==> config.mk <==
export PLATFORM = sky130hd
export DESIGN_NAME = adc_readout_ctrl
export DESIGN_NICKNAME = d
export VERILOG_FILES = /design/src/logic/conv_clock_gen.v /design/src/logic/adc_readout_ctrl.v
export VERILOG_INCLUDE_DIRS = /design/src /design/src/include
export SDC_FILE = /design/constraint.sdc
export NUM_CORES = 1
export LEC_CHECK = 0
export ABC_CLOCK_PERIOD_IN_PS = 6200
export BUFFER_PORTS_ARGS = -buffer_cell sky130_fd_sc_hd__buf_2
export CAP_MARGIN = 20
export CORE_MARGIN = 2
export CORE_UTILIZATION = 63
export CTS_BUF_LIST = sky130_fd_sc_hd__clkbuf_2
export CTS_CLUSTER_DIAMETER = 60
export DETAILED_ROUTE_END_ITERATION = 10
export MAX_ROUTING_LAYER = met4
export PLACE_DENSITY = 0.81
export SKIP_LAST_GASP = 1
export SYNTH_ARGS = -nofsm -noshare
export SYNTH_HDL_FRONTEND = slang
export SYNTH_SLANG_ARGS = --single-unit
==> constraint.sdc <==
create_clock -name clock -period 6.2 [get_ports clock]
set_clock_uncertainty 0.1 [all_clocks]
set_input_delay 1.24 -clock clock [delete_from_list [all_inputs] [get_ports clock]]
set_output_delay 1.24 -clock clock [all_outputs]
set_load 0.05 [all_outputs]
==> src/include/adc_ctrl_map.vh <==
`ifndef ADC_CTRL_MAP_VH
`define ADC_CTRL_MAP_VH

// register addresses on the serial port
`define ADDR_CONV_CFG   4'h5
`define ADDR_EVENT_CFG  4'h6
`define ADDR_STATE_RPT  4'h7
`define ADDR_TRIG_MODE  4'h8
`define ADDR_SOFT_RST   4'h9

// reset values
`define CONV_CFG_RST    8'h00
`define EVENT_CFG_RST   8'h00
`define TRIG_MODE_RST   8'h02
`define SOFT_RST_KEY    8'hAA

// converter_config_reg fields
`define CFG_SPI_START   0
`define CFG_BUF_EN      1
`define CFG_BUSY_MODE   2
`define CFG_ACT_HIGH    3
`define CFG_EDGE_EVT    4

// event_config_reg fields
`define EVT_DATA_RDY    0
`define EVT_SCAN_DONE   1
`define EVT_BUF_FULL    2
`define EVT_NOT_EMPTY   3
`define EVT_POWER_DOWN  7

// state_report_reg fields
`define RPT_POWER_DOWN  0

// trigger modes at or above this value run auto-trigger
`define TRIG_AUTO_MIN   3'h4

// serial commands, upper nibble of the frame
`define CMD_REG_READ    4'h4
`define CMD_REG_WRITE   4'h8
`define CMD_ADC_READ    4'hD

// timing in half conversion-clock periods
`define ACQ_HALVES      17
`define CONV_HALVES     27
`define AUTO_GAP_CONVERSION_CLOCK   18
`define AUTO_GAP_HALVES (`AUTO_GAP_CONVERSION_CLOCK * 2)

// clock rates and wake-up time
`define CLK_MHZ         25
`define CONVERSION_CLOCK_MHZ        4
`define WAKE_US         40
`define WAKE_CYCLES     (`WAKE_US * `CLK_MHZ)

// serial result frame width
`define FRAME_BITS      20

`endif

==> src/logic/conv_clock_gen.v <==
`timescale 1ns/10ps
// half-period ticks of the conversion clock, made from the system clock
// by a phase accumulator so the average rate is exact
module conv_clock_gen #(
  parameter CLK_MHZ  = 25,               // system clock rate
  parameter CONVERSION_CLOCK_MHZ = 4                 // conversion clock rate
) (
  input  wire clock,                     // system clock
  input  wire rst_n,                     // synchronised reset, active low
  input  wire run,                       // oscillator running
  output reg  half_tick                  // one pulse per half period
);

  localparam [7:0] STEP = 2 * CONVERSION_CLOCK_MHZ;
  localparam [7:0] MODV = CLK_MHZ;

  reg [7:0] acc_r;

  // accumulate, wrap and tick; stopped oscillator holds phase at zero
  always @(posedge clock or negedge rst_n) begin
    if (!rst_n) begin
      acc_r     <= 8'h00;
      half_tick <= 1'b0;
    end else if (!run) begin
      acc_r     <= 8'h00;
      half_tick <= 1'b0;
    end else if (acc_r + STEP >= MODV) begin
      acc_r     <= acc_r + STEP - MODV;
      half_tick <= 1'b1;
    end else begin
      acc_r     <= acc_r + STEP;
      half_tick <= 1'b0;
    end
  end

endmodule // conv_clock_gen

==> src/logic/adc_readout_ctrl.v <==
`timescale 1ns/10ps
`include "adc_ctrl_map.vh"
module adc_readout_ctrl #(
  parameter WAKE_CYCLES = `WAKE_CYCLES   // wake-up wait in system clocks
) (
  input  wire        clock,              // 25 MHz system clock
  input  wire        resetn,             // hardware reset, active low
  input  wire        sample_trigger_n,   // conversion trigger pin
  input  wire        cs_n,               // serial chip select, active low
  input  wire        sclk,               // serial clock pin
  input  wire        sdi,                // serial data in
  output reg         sdo,                // serial data out
  output reg         sdo_oe,             // sdo output enable
  output reg         status_line,        // busy or event pin
  output reg         sample_hold,        // high while acquiring
  output reg         analog_power_on,    // analog blocks powered
  input  wire [11:0] sample_value,       // converted code from the array
  input  wire [3:0]  avg_bits,           // averaging extension bits
  input  wire [3:0]  channel_tag,        // channel tag bits
  input  wire        buffer_full,        // result buffer full
  input  wire        buffer_not_empty,   // result buffer holds data
  input  wire        scan_complete       // scan of channels finished
);

  localparam [4:0] ST_IDLE = 5'h01;
  localparam [4:0] ST_ACQ  = 5'h02;
  localparam [4:0] ST_CONV = 5'h04;
  localparam [4:0] ST_GAP  = 5'h08;
  localparam [4:0] ST_HALT = 5'h10;
  localparam [5:0] ACQ_LAST  = `ACQ_HALVES - 1;
  localparam [5:0] CONV_LAST = `CONV_HALVES - 1;
  localparam [5:0] GAP_LAST  = `AUTO_GAP_HALVES - 1;
  localparam [10:0] WAKE_LOAD = WAKE_CYCLES;

  reg  [1:0]  rst_sync_r;
  wire        rst_n;
  reg  [3:0]  pin_s1_r;
  reg  [3:0]  pin_s2_r;
  reg  [3:0]  pin_s3_r;
  reg  [3:0]  pin_r;
  reg  [3:0]  pin_d_r;
  wire        trig_fall;
  wire        cs_fall;
  wire        cs_rise;
  wire        sclk_rise;
  wire        sclk_fall;
  wire        selected;
  reg  [7:0]  conv_cfg_r;
  reg  [7:0]  event_cfg_r;
  reg  [2:0]  trig_mode_r;
  reg  [4:0]  state_r;
  reg  [4:0]  state_nxt;
  reg  [5:0]  half_cnt_r;
  reg  [5:0]  half_cnt_nxt;
  reg         conv_done;
  wire        half_tick;
  wire        auto_mode;
  wire        powered;
  reg         pd_d_r;
  reg  [10:0] wake_cnt_r;
  reg  [19:0] holding_r;
  reg  [19:0] out_sr_r;
  reg  [15:0] rx_sr_r;
  reg  [4:0]  bit_cnt_r;
  reg         ones_pend_r;
  reg         ones_frame_r;
  reg         spi_start_r;
  reg         wr_pulse_r;
  reg  [3:0]  wr_addr_r;
  reg  [7:0]  wr_data_r;
  wire        soft_rst;
  wire        start_req;
  reg         full_d_r;
  reg         rdy_pend_r;
  wire        rdy_en;
  wire        full_en;
  wire        level_causes;
  wire        event_on;
  wire        busy;

  // register read decode
  function [7:0] reg_read;
    input [3:0] addr;
    input [7:0] cfg;
    input [7:0] evt;
    input [2:0] mode;
    input       pwr;
    begin
      case (addr)
        `ADDR_CONV_CFG:  reg_read = cfg;
        `ADDR_EVENT_CFG: reg_read = evt;
        `ADDR_STATE_RPT: reg_read = {7'h00, ~pwr};
        `ADDR_TRIG_MODE: reg_read = {5'h00, mode};
        default:         reg_read = 8'h00;
      endcase
    end
  endfunction

  // reset release through two flip-flops
  always @(posedge clock or negedge resetn) begin
    if (!resetn) begin
      rst_sync_r <= 2'b00;
    end else begin
      rst_sync_r <= {rst_sync_r[0], 1'b1};
    end
  end
  assign rst_n = rst_sync_r[1];

  // pin synchronisers: trigger, chip select, sclk, sdi
  genvar gi;
  generate
    for (gi = 0; gi < 4; gi = gi + 1) begin : g_sync
      always @(posedge clock or negedge rst_n) begin
        if (!rst_n) begin
          pin_s1_r[gi] <= 1'b1;
          pin_s2_r[gi] <= 1'b1;
          pin_s3_r[gi] <= 1'b1;
          pin_r[gi]    <= 1'b1;
          pin_d_r[gi]  <= 1'b1;
        end else begin
          pin_s1_r[gi] <= (gi == 0) ? sample_trigger_n :
                          (gi == 1) ? cs_n :
                          (gi == 2) ? sclk : sdi;
          pin_s2_r[gi] <= pin_s1_r[gi];
          pin_s3_r[gi] <= pin_s2_r[gi];
          if (pin_s2_r[gi] == pin_s3_r[gi]) begin
            pin_r[gi] <= pin_s3_r[gi];
          end
          pin_d_r[gi] <= pin_r[gi];
        end
      end
    end
  endgenerate

  // edges of the stable pin copies
  assign trig_fall = pin_d_r[0] & ~pin_r[0];
  assign cs_fall   = pin_d_r[1] & ~pin_r[1];
  assign cs_rise   = ~pin_d_r[1] & pin_r[1];
  assign sclk_rise = ~pin_d_r[2] & pin_r[2];
  assign sclk_fall = pin_d_r[2] & ~pin_r[2];
  assign selected  = ~pin_r[1];

  assign soft_rst  = wr_pulse_r & (wr_addr_r == `ADDR_SOFT_RST) &
                     (wr_data_r == `SOFT_RST_KEY) & powered;
  assign auto_mode = (trig_mode_r >= `TRIG_AUTO_MIN);

  // conversion clock, stopped while powered down
  conv_clock_gen #(
    .CLK_MHZ  (`CLK_MHZ),
    .CONVERSION_CLOCK_MHZ (`CONVERSION_CLOCK_MHZ)
  ) u_conversion_clock (
    .clock     (clock),
    .rst_n     (rst_n),
    .run       (~event_cfg_r[`EVT_POWER_DOWN]),
    .half_tick (half_tick)
  );

  // power-down entry, wake-up wait and status
  always @(posedge clock or negedge rst_n) begin
    if (!rst_n) begin
      pd_d_r     <= 1'b0;
      wake_cnt_r <= 11'h000;
    end else begin
      pd_d_r <= event_cfg_r[`EVT_POWER_DOWN];
      if (pd_d_r & ~event_cfg_r[`EVT_POWER_DOWN]) begin
        wake_cnt_r <= WAKE_LOAD;
      end else if (wake_cnt_r != 11'h000) begin
        wake_cnt_r <= wake_cnt_r - 11'h001;
      end
    end
  end
  assign powered = ~event_cfg_r[`EVT_POWER_DOWN] &
                   (wake_cnt_r == 11'h000);

  // start source: pin regardless of select, or serial command
  assign start_req = powered &
                     (conv_cfg_r[`CFG_SPI_START] ? spi_start_r
                                                 : trig_fall);

  // conversion sequencer
  always @* begin
    state_nxt    = state_r;
    half_cnt_nxt = half_cnt_r;
    conv_done    = 1'b0;
    case (state_r)
      ST_IDLE: begin
        if (start_req) begin
          state_nxt    = ST_ACQ;
          half_cnt_nxt = 6'h00;
        end
      end
      ST_ACQ: begin
        if (half_tick) begin
          half_cnt_nxt = half_cnt_r + 6'h01;
          if (half_cnt_r == ACQ_LAST) begin
            state_nxt    = ST_CONV;
            half_cnt_nxt = 6'h00;
          end
        end
      end
      ST_CONV: begin
        if (half_tick) begin
          half_cnt_nxt = half_cnt_r + 6'h01;
          if (half_cnt_r == CONV_LAST) begin
            conv_done    = 1'b1;
            half_cnt_nxt = 6'h00;
            state_nxt    = auto_mode ? ST_GAP : ST_IDLE;
          end
        end
      end
      ST_GAP: begin
        if (!auto_mode) begin
          state_nxt = ST_IDLE;
        end else if (half_tick) begin
          half_cnt_nxt = half_cnt_r + 6'h01;
          if (half_cnt_r == GAP_LAST) begin
            state_nxt    = ST_CONV;
            half_cnt_nxt = 6'h00;
          end
        end
      end
      ST_HALT: begin
        if (powered) begin
          state_nxt = ST_IDLE;
        end
      end
      default: begin
        state_nxt    = ST_IDLE;
        half_cnt_nxt = 6'h00;
      end
    endcase
    if (!powered) begin
      state_nxt    = ST_HALT;
      half_cnt_nxt = 6'h00;
      conv_done    = 1'b0;
    end
  end

  // sequencer state and result holding register
  always @(posedge clock or negedge rst_n) begin
    if (!rst_n) begin
      state_r    <= ST_IDLE;
      half_cnt_r <= 6'h00;
      holding_r  <= 20'h00000;
    end else if (soft_rst) begin
      state_r    <= ST_IDLE;
      half_cnt_r <= 6'h00;
      holding_r  <= 20'h00000;
    end else begin
      state_r    <= state_nxt;
      half_cnt_r <= half_cnt_nxt;
      if (conv_done) begin
        holding_r <= {sample_value, avg_bits, channel_tag};
      end
    end
  end

  // serial receive: command, address, data on rising sclk
  always @(posedge clock or negedge rst_n) begin
    if (!rst_n) begin
      rx_sr_r     <= 16'h0000;
      bit_cnt_r   <= 5'h00;
      spi_start_r <= 1'b0;
      wr_pulse_r  <= 1'b0;
      wr_addr_r   <= 4'h0;
      wr_data_r   <= 8'h00;
    end else begin
      spi_start_r <= 1'b0;
      wr_pulse_r  <= 1'b0;
      if (cs_fall) begin
        bit_cnt_r <= 5'h00;
      end else if (selected & sclk_rise) begin
        rx_sr_r <= {rx_sr_r[14:0], pin_r[3]};
        if (bit_cnt_r != 5'h1F) begin
          bit_cnt_r <= bit_cnt_r + 5'h01;
        end
        if (bit_cnt_r == 5'h03 &&
            {rx_sr_r[2:0], pin_r[3]} == `CMD_ADC_READ) begin
          spi_start_r <= 1'b1;
        end
        if (bit_cnt_r == 5'h0F && rx_sr_r[14:11] == `CMD_REG_WRITE) begin
          wr_pulse_r <= 1'b1;
          wr_addr_r  <= rx_sr_r[10:7];
          wr_data_r  <= {rx_sr_r[6:0], pin_r[3]};
        end
      end
    end
  end

  // configuration registers; 05h only while the converter idles, 06h while it idles or is halted
  always @(posedge clock or negedge rst_n) begin
    if (!rst_n) begin
      conv_cfg_r  <= `CONV_CFG_RST;
      event_cfg_r <= `EVENT_CFG_RST;
      trig_mode_r <= 3'h2;
    end else if (soft_rst) begin
      conv_cfg_r  <= `CONV_CFG_RST;
      event_cfg_r <= `EVENT_CFG_RST;
      trig_mode_r <= 3'h2;
    end else if (wr_pulse_r) begin
      case (wr_addr_r)
        `ADDR_CONV_CFG: begin
          if (state_r == ST_IDLE) begin
            conv_cfg_r <= wr_data_r;
          end
        end
        `ADDR_EVENT_CFG: begin
          if (state_r == ST_IDLE || state_r == ST_HALT) begin
            event_cfg_r <= wr_data_r;
          end
        end
        `ADDR_TRIG_MODE: begin
          trig_mode_r <= wr_data_r[2:0];
        end
        default: begin
          trig_mode_r <= trig_mode_r;
        end
      endcase
    end
  end

  // serial transmit: load on chip-select fall, shift on falling sclk
  always @(posedge clock or negedge rst_n) begin
    if (!rst_n) begin
      out_sr_r     <= 20'hFFFFF;
      ones_pend_r  <= 1'b1;
      ones_frame_r <= 1'b1;
      sdo          <= 1'b1;
      sdo_oe       <= 1'b0;
    end else begin
      // pending flag is used up by the next frame; a soft reset
      // written inside a frame survives its chip-select rise
      if (cs_fall) begin
        ones_pend_r  <= 1'b0;
        ones_frame_r <= ones_pend_r;
      end
      if (soft_rst) begin
        ones_pend_r <= 1'b1;
      end
      if (cs_fall) begin
        out_sr_r <= ones_pend_r ? 20'hFFFFF : holding_r;
      end else if (selected & sclk_rise & (bit_cnt_r == 5'h07) &
                   (rx_sr_r[6:3] == `CMD_REG_READ)) begin
        out_sr_r <= {1'b0,
                     reg_read({rx_sr_r[2:0], pin_r[3]}, conv_cfg_r,
                              event_cfg_r, trig_mode_r, powered),
                     11'h000};
      end else if (selected & sclk_fall) begin
        out_sr_r <= {out_sr_r[18:0], ones_frame_r};
      end
      sdo    <= out_sr_r[`FRAME_BITS-1];
      sdo_oe <= selected;
    end
  end

  // event causes; set on conversion end wins over the read that clears
  always @(posedge clock or negedge rst_n) begin
    if (!rst_n) begin
      full_d_r   <= 1'b0;
      rdy_pend_r <= 1'b0;
    end else begin
      full_d_r <= buffer_full;
      if (conv_done) begin
        rdy_pend_r <= 1'b1;
      end else if (cs_fall | soft_rst) begin
        rdy_pend_r <= 1'b0;
      end
    end
  end

  assign rdy_en  = ~conv_cfg_r[`CFG_BUF_EN] &
                   event_cfg_r[`EVT_DATA_RDY];
  assign full_en = conv_cfg_r[`CFG_BUF_EN] &
                   event_cfg_r[`EVT_BUF_FULL];
  assign level_causes =
    (event_cfg_r[`EVT_NOT_EMPTY] & buffer_not_empty) |
    (event_cfg_r[`EVT_SCAN_DONE] & scan_complete);
  assign event_on = level_causes |
    (conv_cfg_r[`CFG_EDGE_EVT] ?
       ((rdy_en & conv_done) | (full_en & buffer_full & ~full_d_r)) :
       ((rdy_en & rdy_pend_r) | (full_en & buffer_full)));
  assign busy = (state_r == ST_CONV);

  // status line, sample-hold and power flag outputs
  always @(posedge clock or negedge rst_n) begin
    if (!rst_n) begin
      status_line     <= 1'b1;
      sample_hold     <= 1'b0;
      analog_power_on <= 1'b0;
    end else begin
      if (conv_cfg_r[`CFG_BUSY_MODE]) begin
        status_line <= conv_cfg_r[`CFG_ACT_HIGH] ? busy : ~busy;
      end else begin
        status_line <= conv_cfg_r[`CFG_ACT_HIGH] ? event_on
                                                 : ~event_on;
      end
      sample_hold     <= (state_r == ST_ACQ) | (state_r == ST_GAP);
      analog_power_on <= powered;
    end
  end

endmodule // adc_readout_ctrl

==> impl_results.md, run 1 <==
- Reg clk slew, reported paths: 0.22 ns
- Register area share after synthesis: a little over half
- Share of cells above drive strength 1: around 26%
- Number of synthesized flops with an enable pin: 0
- Top FF cell, synth: dfrtp_1
- Cell family with most CP delay: flip-flops
- Leak: between 3 and 4 nW
- DR DRC count: 0
- Post-Syn Area: between 7000 and 8000 µm²
- DIE AREA: between 10000 and 15000 µm²
- WP data arrival: roughly 1.6 ns
- Ant. Diodes: 0
- Flip-flop and latch area: 3940 µm²
- CP max stage delay: ~0.57 ns
- Crit Path Class: reg2out
- Max-slew violations: 0
- FF-to-FF Start: wr_addr_r[1]$_DFFE_PN0P_
- Final WL: between 10000 and 15000 µm
- Design area: a little under 8000 µm²
- Vias in the first global route: between 5000 and 6000
- Area growth from synthesis to layout: 6.70%
- Distinct cells, synth: 74
- Fin. Hold Viols: 0
- Core Area: between 10000 and 15000 µm²
- Top-count cell post-synth: dfrtp_1
- HPWL Detailed: 10100 µm
- Setup_tns: 0 ns
- Post-synth top cells: dfrtp_1 (110), o21ai_0 (57), nor2_1 (51), dfstp_2 (45), nand2_1 (45)
- Period utilization: approximately 47%
- Clock latency at the later pin of the worst-skew pair: 0.74 ns
- Drt pass-1 iters: 5
- Chip width: 111 µm
- Post-CTS setup buffers: 0
- Maximum VDD drop: 0.000295 V
- Multi-input gate area: 3140 µm²
- Worst setup EP type: output port
- Setup ws final: ~3.3 ns
- Clock sinks: 155
- Die Ht: between 100 and 150 µm
- Synth Instances: approximately 660
- RSZ-0062 raised after global routing: false
- # hold bufs at CTS: 0
- Total GRT Usage: between 20% and 30%
- Starting density of the core: between 60 and 70%
- Fin nets: roughly 730
- Place WS: about 3.4 ns
- Synth top area share: between 30 and 40%
- Hold WC Path Type: reg2async
- PD cells: ~270 nW/µm²
- Fmax: approximately 350 MHz
- Syn. warnings: 0
- Crit path launch: status_line$_DFF_PN1_
- Detailed router's first-iteration violation count: roughly 540
- Design Power: roughly 0.0021 W
- CP bufs+invs: 1
- Post-DP Area: 7530 µm²
- Top cell type by total area after synthesis: dfrtp_1
- ANT nets after route: 0
- Slew HR: roughly two fifths
- Routability Congestion: 0.904
- Measured slew at the worst slew-check pin: 0.887 ns
- Syn avg cell area: approximately 11 µm²
- Routed WL per cell: between 15 and 20 µm
- Initial antenna violation count: 0
- Rows: 39
- Clock buffer count from CTS: 17
- Num ports: 34
- CTS tree: yes
- #FFs+latches synth: between 150 and 200
- Critical path, cell by cell: buf_2
- Slowest CP cell: dfstp_2
- I/O Buffers: 33
- Maximum clock path buffer count: 2
- Routed vias/inst: ~6
- Syn_nets: approximately 700
- Status: completed
- Clock tree root buffer cell: clkbuf_2
- Req. time, crit path: just under 5 ns
- First-pass GRT wire length: roughly 25000 µm
- Synth async-reset ratio: 100%
- Fill count: between 800 and 900
- Crit-path max FO: 1
- Via Count: between 5000 and 6000
- CP Launch Type: flip-flop
- H-Tree Depth: 4
- Crit path time final: about 2.9 ns
- Max-cap viol count: 0
- PostCTS Resize Cnt: 0
- Pin count of the biggest net entering global routing: 87
- Endpoints failing setup: 0
- Hold Worst Slack: about 0.084 ns
- Largest cells by area after synthesis: dfrtp_1 (38%), dfstp_2 (16%), mux2_2 (6.8%)
- Gr ovfl total: 0
-- cell families after synthesis --
logic type,after synthesis,synth area share [%]
other cells,1,0.0516
mux,59,8.95
fa+ha+maj,16,2.62
xor+xnor,14,1.69
buf+inv,46,2.67
simple gates,225,17.3
compound gates,146,12.6
flops,155,54.1
-- worst register-to-register path: stages (launching register included) --
cell and delay, ns:
dfrtp_1 0.46, nand3b_1 0.20, or4_1 0.71, nor2_1 0.74, or2_2 0.25, mux2_2 0.33
-- per-stage QoR --
step	std cells	util, %
3_5_place_dp	815	66.5
3_3_place_gp	815	66.5
5_1_grt	848	68.5
4_1_cts	847	68.3
2_1_floorplan	662	-
6_report	848	68.5
-- power breakdown --
part / total (W) / switching (W) / internal (W)
Sequential: 0.00123 / 0.0000911 / 0.00114
Clock: 0.000494 / 0.000350 / 0.000144
Combinational: 0.000351 / 0.000207 / 0.000144
Total: 0.00207 / 0.000648 / 0.00143
-- placed cells by master (no fill, tap or decap), drive strengths merged, types with 4 or more instances in the layout --
| cell | netlist | layout |
|---|---|---|
| a211oi | 8 | 8 |
| a21o | 12 | 12 |
| a21oi | 25 | 25 |
| a22oi | 7 | 7 |
| a31oi | 4 | 4 |
| and2 | 11 | 11 |
| and3 | 12 | 12 |
| buf | 10 | 39 |
| clkbuf | 18 | 19 |
| clkinv | 0 | 8 |
| dfrtp | 110 | 110 |
| dfstp | 45 | 45 |
| ha | 12 | 12 |
| inv | 18 | 19 |
| maj3 | 4 | 4 |
| mux2 | 48 | 48 |
| mux2i | 11 | 11 |
| nand2 | 45 | 45 |
| nand2b | 5 | 5 |
| nand3 | 17 | 17 |
| nand4 | 11 | 11 |
| nor2 | 51 | 51 |
| nor2b | 15 | 15 |
| nor3 | 16 | 16 |
| nor3b | 4 | 4 |
| nor4b | 4 | 4 |
| o211ai | 7 | 7 |
| o21a | 5 | 5 |
| o21ai | 58 | 58 |
| o22ai | 4 | 4 |
| or2 | 6 | 6 |
| or4 | 7 | 7 |
| xor2 | 11 | 11 |
-- metal layers --
metal	GRT usage (%)	vias up	share of wire, %
met1	35.0	2491	46
met4	9.38	0	2.4
met5	-	-	0
met3	6.15	30	4.4
li1	-	2444	-
met2	38.5	141	48
-- flip-flops by register name, summed over array words and instances (netlist names), 2 cells and up --
signal,cells
wr_addr_r,4
wr_data_r,8
pin_d_r,3
out_sr_r,20
rx_sr_r,15
u_conversion_clock.acc_r,8
bit_cnt_r,5
pin_r,4
holding_r,20
conv_cfg_r,8
pin_s1_r,4
state_r,5
pin_s3_r,4
pin_s2_r,4
wake_cnt_r,11
event_cfg_r,8
half_cnt_r,6
trig_mode_r,3
rst_sync_r,2
-- final timing paths --
path | to | slack [ns] | cells after the start
setup reg to reg | trig_mode_r[0]$_DFFE_PN0P_ | 3.32 | 5
max in group asynchronous | rx_sr_r[7]$_DFFE_PN0P_ | 4.86 | 1
setup / recovery | status_line | 3.30 | 1
hold reg to reg | bit_cnt_r[1]$_DFFE_PN0P_ | 0.08 | 0
min in group clock | pin_s2_r[1]$_DFF_PN1_ | 0.27 | 0
hold / removal | bit_cnt_r[1]$_DFFE_PN0P_ | 0.08 | 0
-- layout make-up --
class / instances / share of cell area (%)
tap: 143 / 2.31
multi-input combinational: 461 / 40.5
timing repair buffer: 39 / 2.97
sequential: 155 / 50.8
clock buffer: 19 / 1.23
inverter: 18 / 0.871
clock inverter: 13 / 1.36
(Power assumes the default switching activity.)
==> run 2: changes to the inputs <==
ABC_AREA = 1   (was unset)
ABC_CLOCK_PERIOD_IN_PS = 2900   (was 6200)
clock period = 2.9 ns   (was 6.2 ns; I/O delays follow)
==> impl_results.md, run 2 <==
- Synth Instances: 851 (+29%)
- I/O Buffers: 33 (unchanged)
- Clock tree root buffer cell: clkbuf_2
- Req. time, crit path: 2.22 ns (-2.64 ns)
- Flip-flop and latch area: 3940 µm² (unchanged)
- HPWL Detailed: 10700 µm (+6.1%)
- Distinct cells, synth: 45 (-39%)
- Critical path, cell by cell: buf_2
- Routed vias/inst: 5.50 (-8.6%)
- Most common cell after layout, fill and taps aside: nand2_1
- CTS tree: yes
- #FFs+latches synth: 155 (unchanged)
- Post-synth top cells: nand2_1 (201), dfrtp_1 (110), inv_1 (89), nand3_1 (76), nor2_1 (76)
- Fill count: 872 (+6.5%)
- Setup_tns: 0 ns (unchanged)
- Largest cells by area after synthesis: dfrtp_1 (37%), dfstp_2 (16%), nand2_1 (10%)
- Starting density of the core: 64.4% (+0.22 points)
- Routed WL per cell: 14.1 µm (-17%)
- Reg clk slew, reported paths: 0.23 ns (about the same)
- Slowest CP cell: dfstp_2
- Max-cap viol count: 0 (unchanged)
- Drt pass-1 iters: 6 (+1)
- CP Launch Type: flip-flop
- Area growth from synthesis to layout: 11.0%
- H-Tree Depth: 4 (unchanged)
- Crit Path Class: reg2out
- Most frequent cells in the layout: nand2_1 (201), dfrtp_1 (109), inv_1 (89), nand3_1 (76), nor2_1 (76)
- Via Count: 5920 (+16%)
- Routability Congestion: 0.932 (+3.0%)
- Core Area: 11400 µm² (+0.86%)
- Detailed router's first-iteration violation count: 624 (+17%)
- Crit path time final: around 2.2 ns
- PostCTS Resize Cnt: 0 (unchanged)
- ANT nets after route: 0 (unchanged)
- Endpoints failing setup: 0 (unchanged)
- Design area: 8170 µm² (+5.3%)
- Total GRT Usage: 26.8% (+0.99 points)
- Vias in the first global route: 5822 (+14%)
- Status: completed
- Top-count cell post-synth: nand2_1
- Clock sinks: 155 (unchanged)
- Register area share after synthesis: 53.5% (-0.64 points)
- FF-to-FF Start: wake_cnt_r[0]$_DFFE_PN0P_
- Period utilization: about three quarters
- Fin nets: 960 (+31%)
- Maximum clock path buffer count: 2 (unchanged)
- Syn. warnings: 0 (unchanged)
- Clock buffer count from CTS: 17 (unchanged)
- Clock latency at the later pin of the worst-skew pair: 0.76 ns (+0.02 ns)
- Slew HR: 45.8% (+5.1 points)
- Worst setup EP type: output port
- Max-slew violations: 0 (unchanged)
- Die Ht: 112 µm (+0.58%)
- Hold WC Path Type: reg2async
- # hold bufs at CTS: 27 (+27)
- Fin. Hold Viols: 0 (unchanged)
- Pin count of the biggest net entering global routing: 59 (-32%)
- DR DRC count: 0 (unchanged)
- Rows: 39 (unchanged)
- Multi-input gate area: 2890 µm² (-8.0%)
- Crit path launch: sdo$_DFF_PN1_
- Crit-path max FO: 1 (unchanged)
- Initial antenna violation count: 1 (+1)
- WP data arrival: 1.54 ns (-0.02 ns)
- Gr ovfl total: 0 (unchanged)
- DIE AREA: 12600 µm² (+1.2%)
- Share of cells above drive strength 1: 18.9% (-6.6 points)
- Number of synthesized flops with an enable pin: 0 (unchanged)
- CP bufs+invs: 1 (unchanged)
- Syn avg cell area: 8.64 µm² (-21%)
- Leak: 4.00 nW (+7.9%)
- Synth async-reset ratio: 100% (unchanged)
- Largest regs: holding_r (20), out_sr_r (20), rx_sr_r (15)
- PD cells: 568 nW/µm² (+110%)
- Post-Syn Area: 7360 µm² (+1.2%)
- RSZ-0062 raised after global routing: false
- Fmax: approximately 450 MHz
- Post-CTS setup buffers: 0 (unchanged)
- Maximum VDD drop: 0.000655 V (+120%)
- Cell family with most CP delay: flip-flops
- Chip width: 112 µm (+0.58%)
- Num ports: 34 (unchanged)
- First-pass GRT wire length: 26300 µm (+5.3%)
- Hold Worst Slack: 0.250 ns (+0.165 ns)
- CP max stage delay: 0.55 ns (-0.02 ns)
- Syn_nets: 892 (+27%)
- Final WL: 15200 µm (+5.3%)
- Synth top area share: 37.4% (-0.45 points)
- Measured slew at the worst slew-check pin: 0.813 ns (-0.0744 ns)
- Post-DP Area: 7660 µm² (+1.8%)
- Top cell type by total area after synthesis: dfrtp_1
- Top FF cell, synth: dfrtp_1
[run 2: changes by cell type in the layout (fill, tap and decap cells not counted), sizes merged, moves of 27 or more]
cell / change
o21ai: +35
mux2: -48
inv: +88
nor2: +39
dlygate4sd3: +27
nand3: +62
nand2: +163
[run 2: layout make-up]
type | instances | share of cell area [%]
inverter | 104 | 4.81
clock buffer | 17 | 1.04
tap | 143 | 2.19
sequential | 155 | 48.2
multi-input combinational | 571 | 35.4
antenna | 1 | 0.0306
timing repair buffer | 70 | 6.56
clock inverter | 15 | 1.76
[run 2: metrics by stage]
step	setup slack, ns	instances	total power [W]	util (%)
floorplan	0.274	851	0.00325	-
global placement	0.805	1016	0.00344	67.1
detailed placement	0.746	1016	0.00348	67.1
CTS	0.626	1075	0.00467	71.5
global route	0.487	1076	0.00491	71.5
finish	0.684	1076	0.00464	71.5
[run 2: metal layers]
| layer | wire length [µm] | part of all wire [%] | GRT usage, % | vias up |
|---|---|---|---|---|
| li1 | - | - | - | 2897 |
| met1 | 6730 | 44 | 35.3 | 2815 |
| met2 | 7390 | 49 | 41.9 | 181 |
| met3 | 831 | 5.5 | 6.48 | 27 |
| met4 | 232 | 1.5 | 8.13 | 0 |
| met5 | 0 | 0 | - | - |
[run 2: path summary, 6_finish.rpt]
path	cells past startpoint	slack (ns)	end
worst min-delay path	0	0.25	holding_r[14]$_DFFE_PN0P_
min in group clock	7	0.25	status_line$_DFF_PN1_
worst max register to register	11	0.71	event_cfg_r[2]$_DFFE_PN0P_
max in group asynchronous	1	1.64	pin_s3_r[0]$_DFF_PN1_
worst max-delay path	1	0.68	sdo
worst min register to register	0	0.25	holding_r[14]$_DFFE_PN0P_
[run 2: cell families after synthesis]
family	share of synthesized area, %
compound gates	10.6
fa+ha+maj	2.59
other cells	0.0510
xor+xnor	0.357
simple gates	25.7
flops	53.5
buf+inv	7.23
[run 2: power by group]
part	switching [W]	internal, W
sequential	0.000144	0.00245
clock	0.000774	0.000392
combinational	0.000578	0.000302
total	0.00150	0.00315
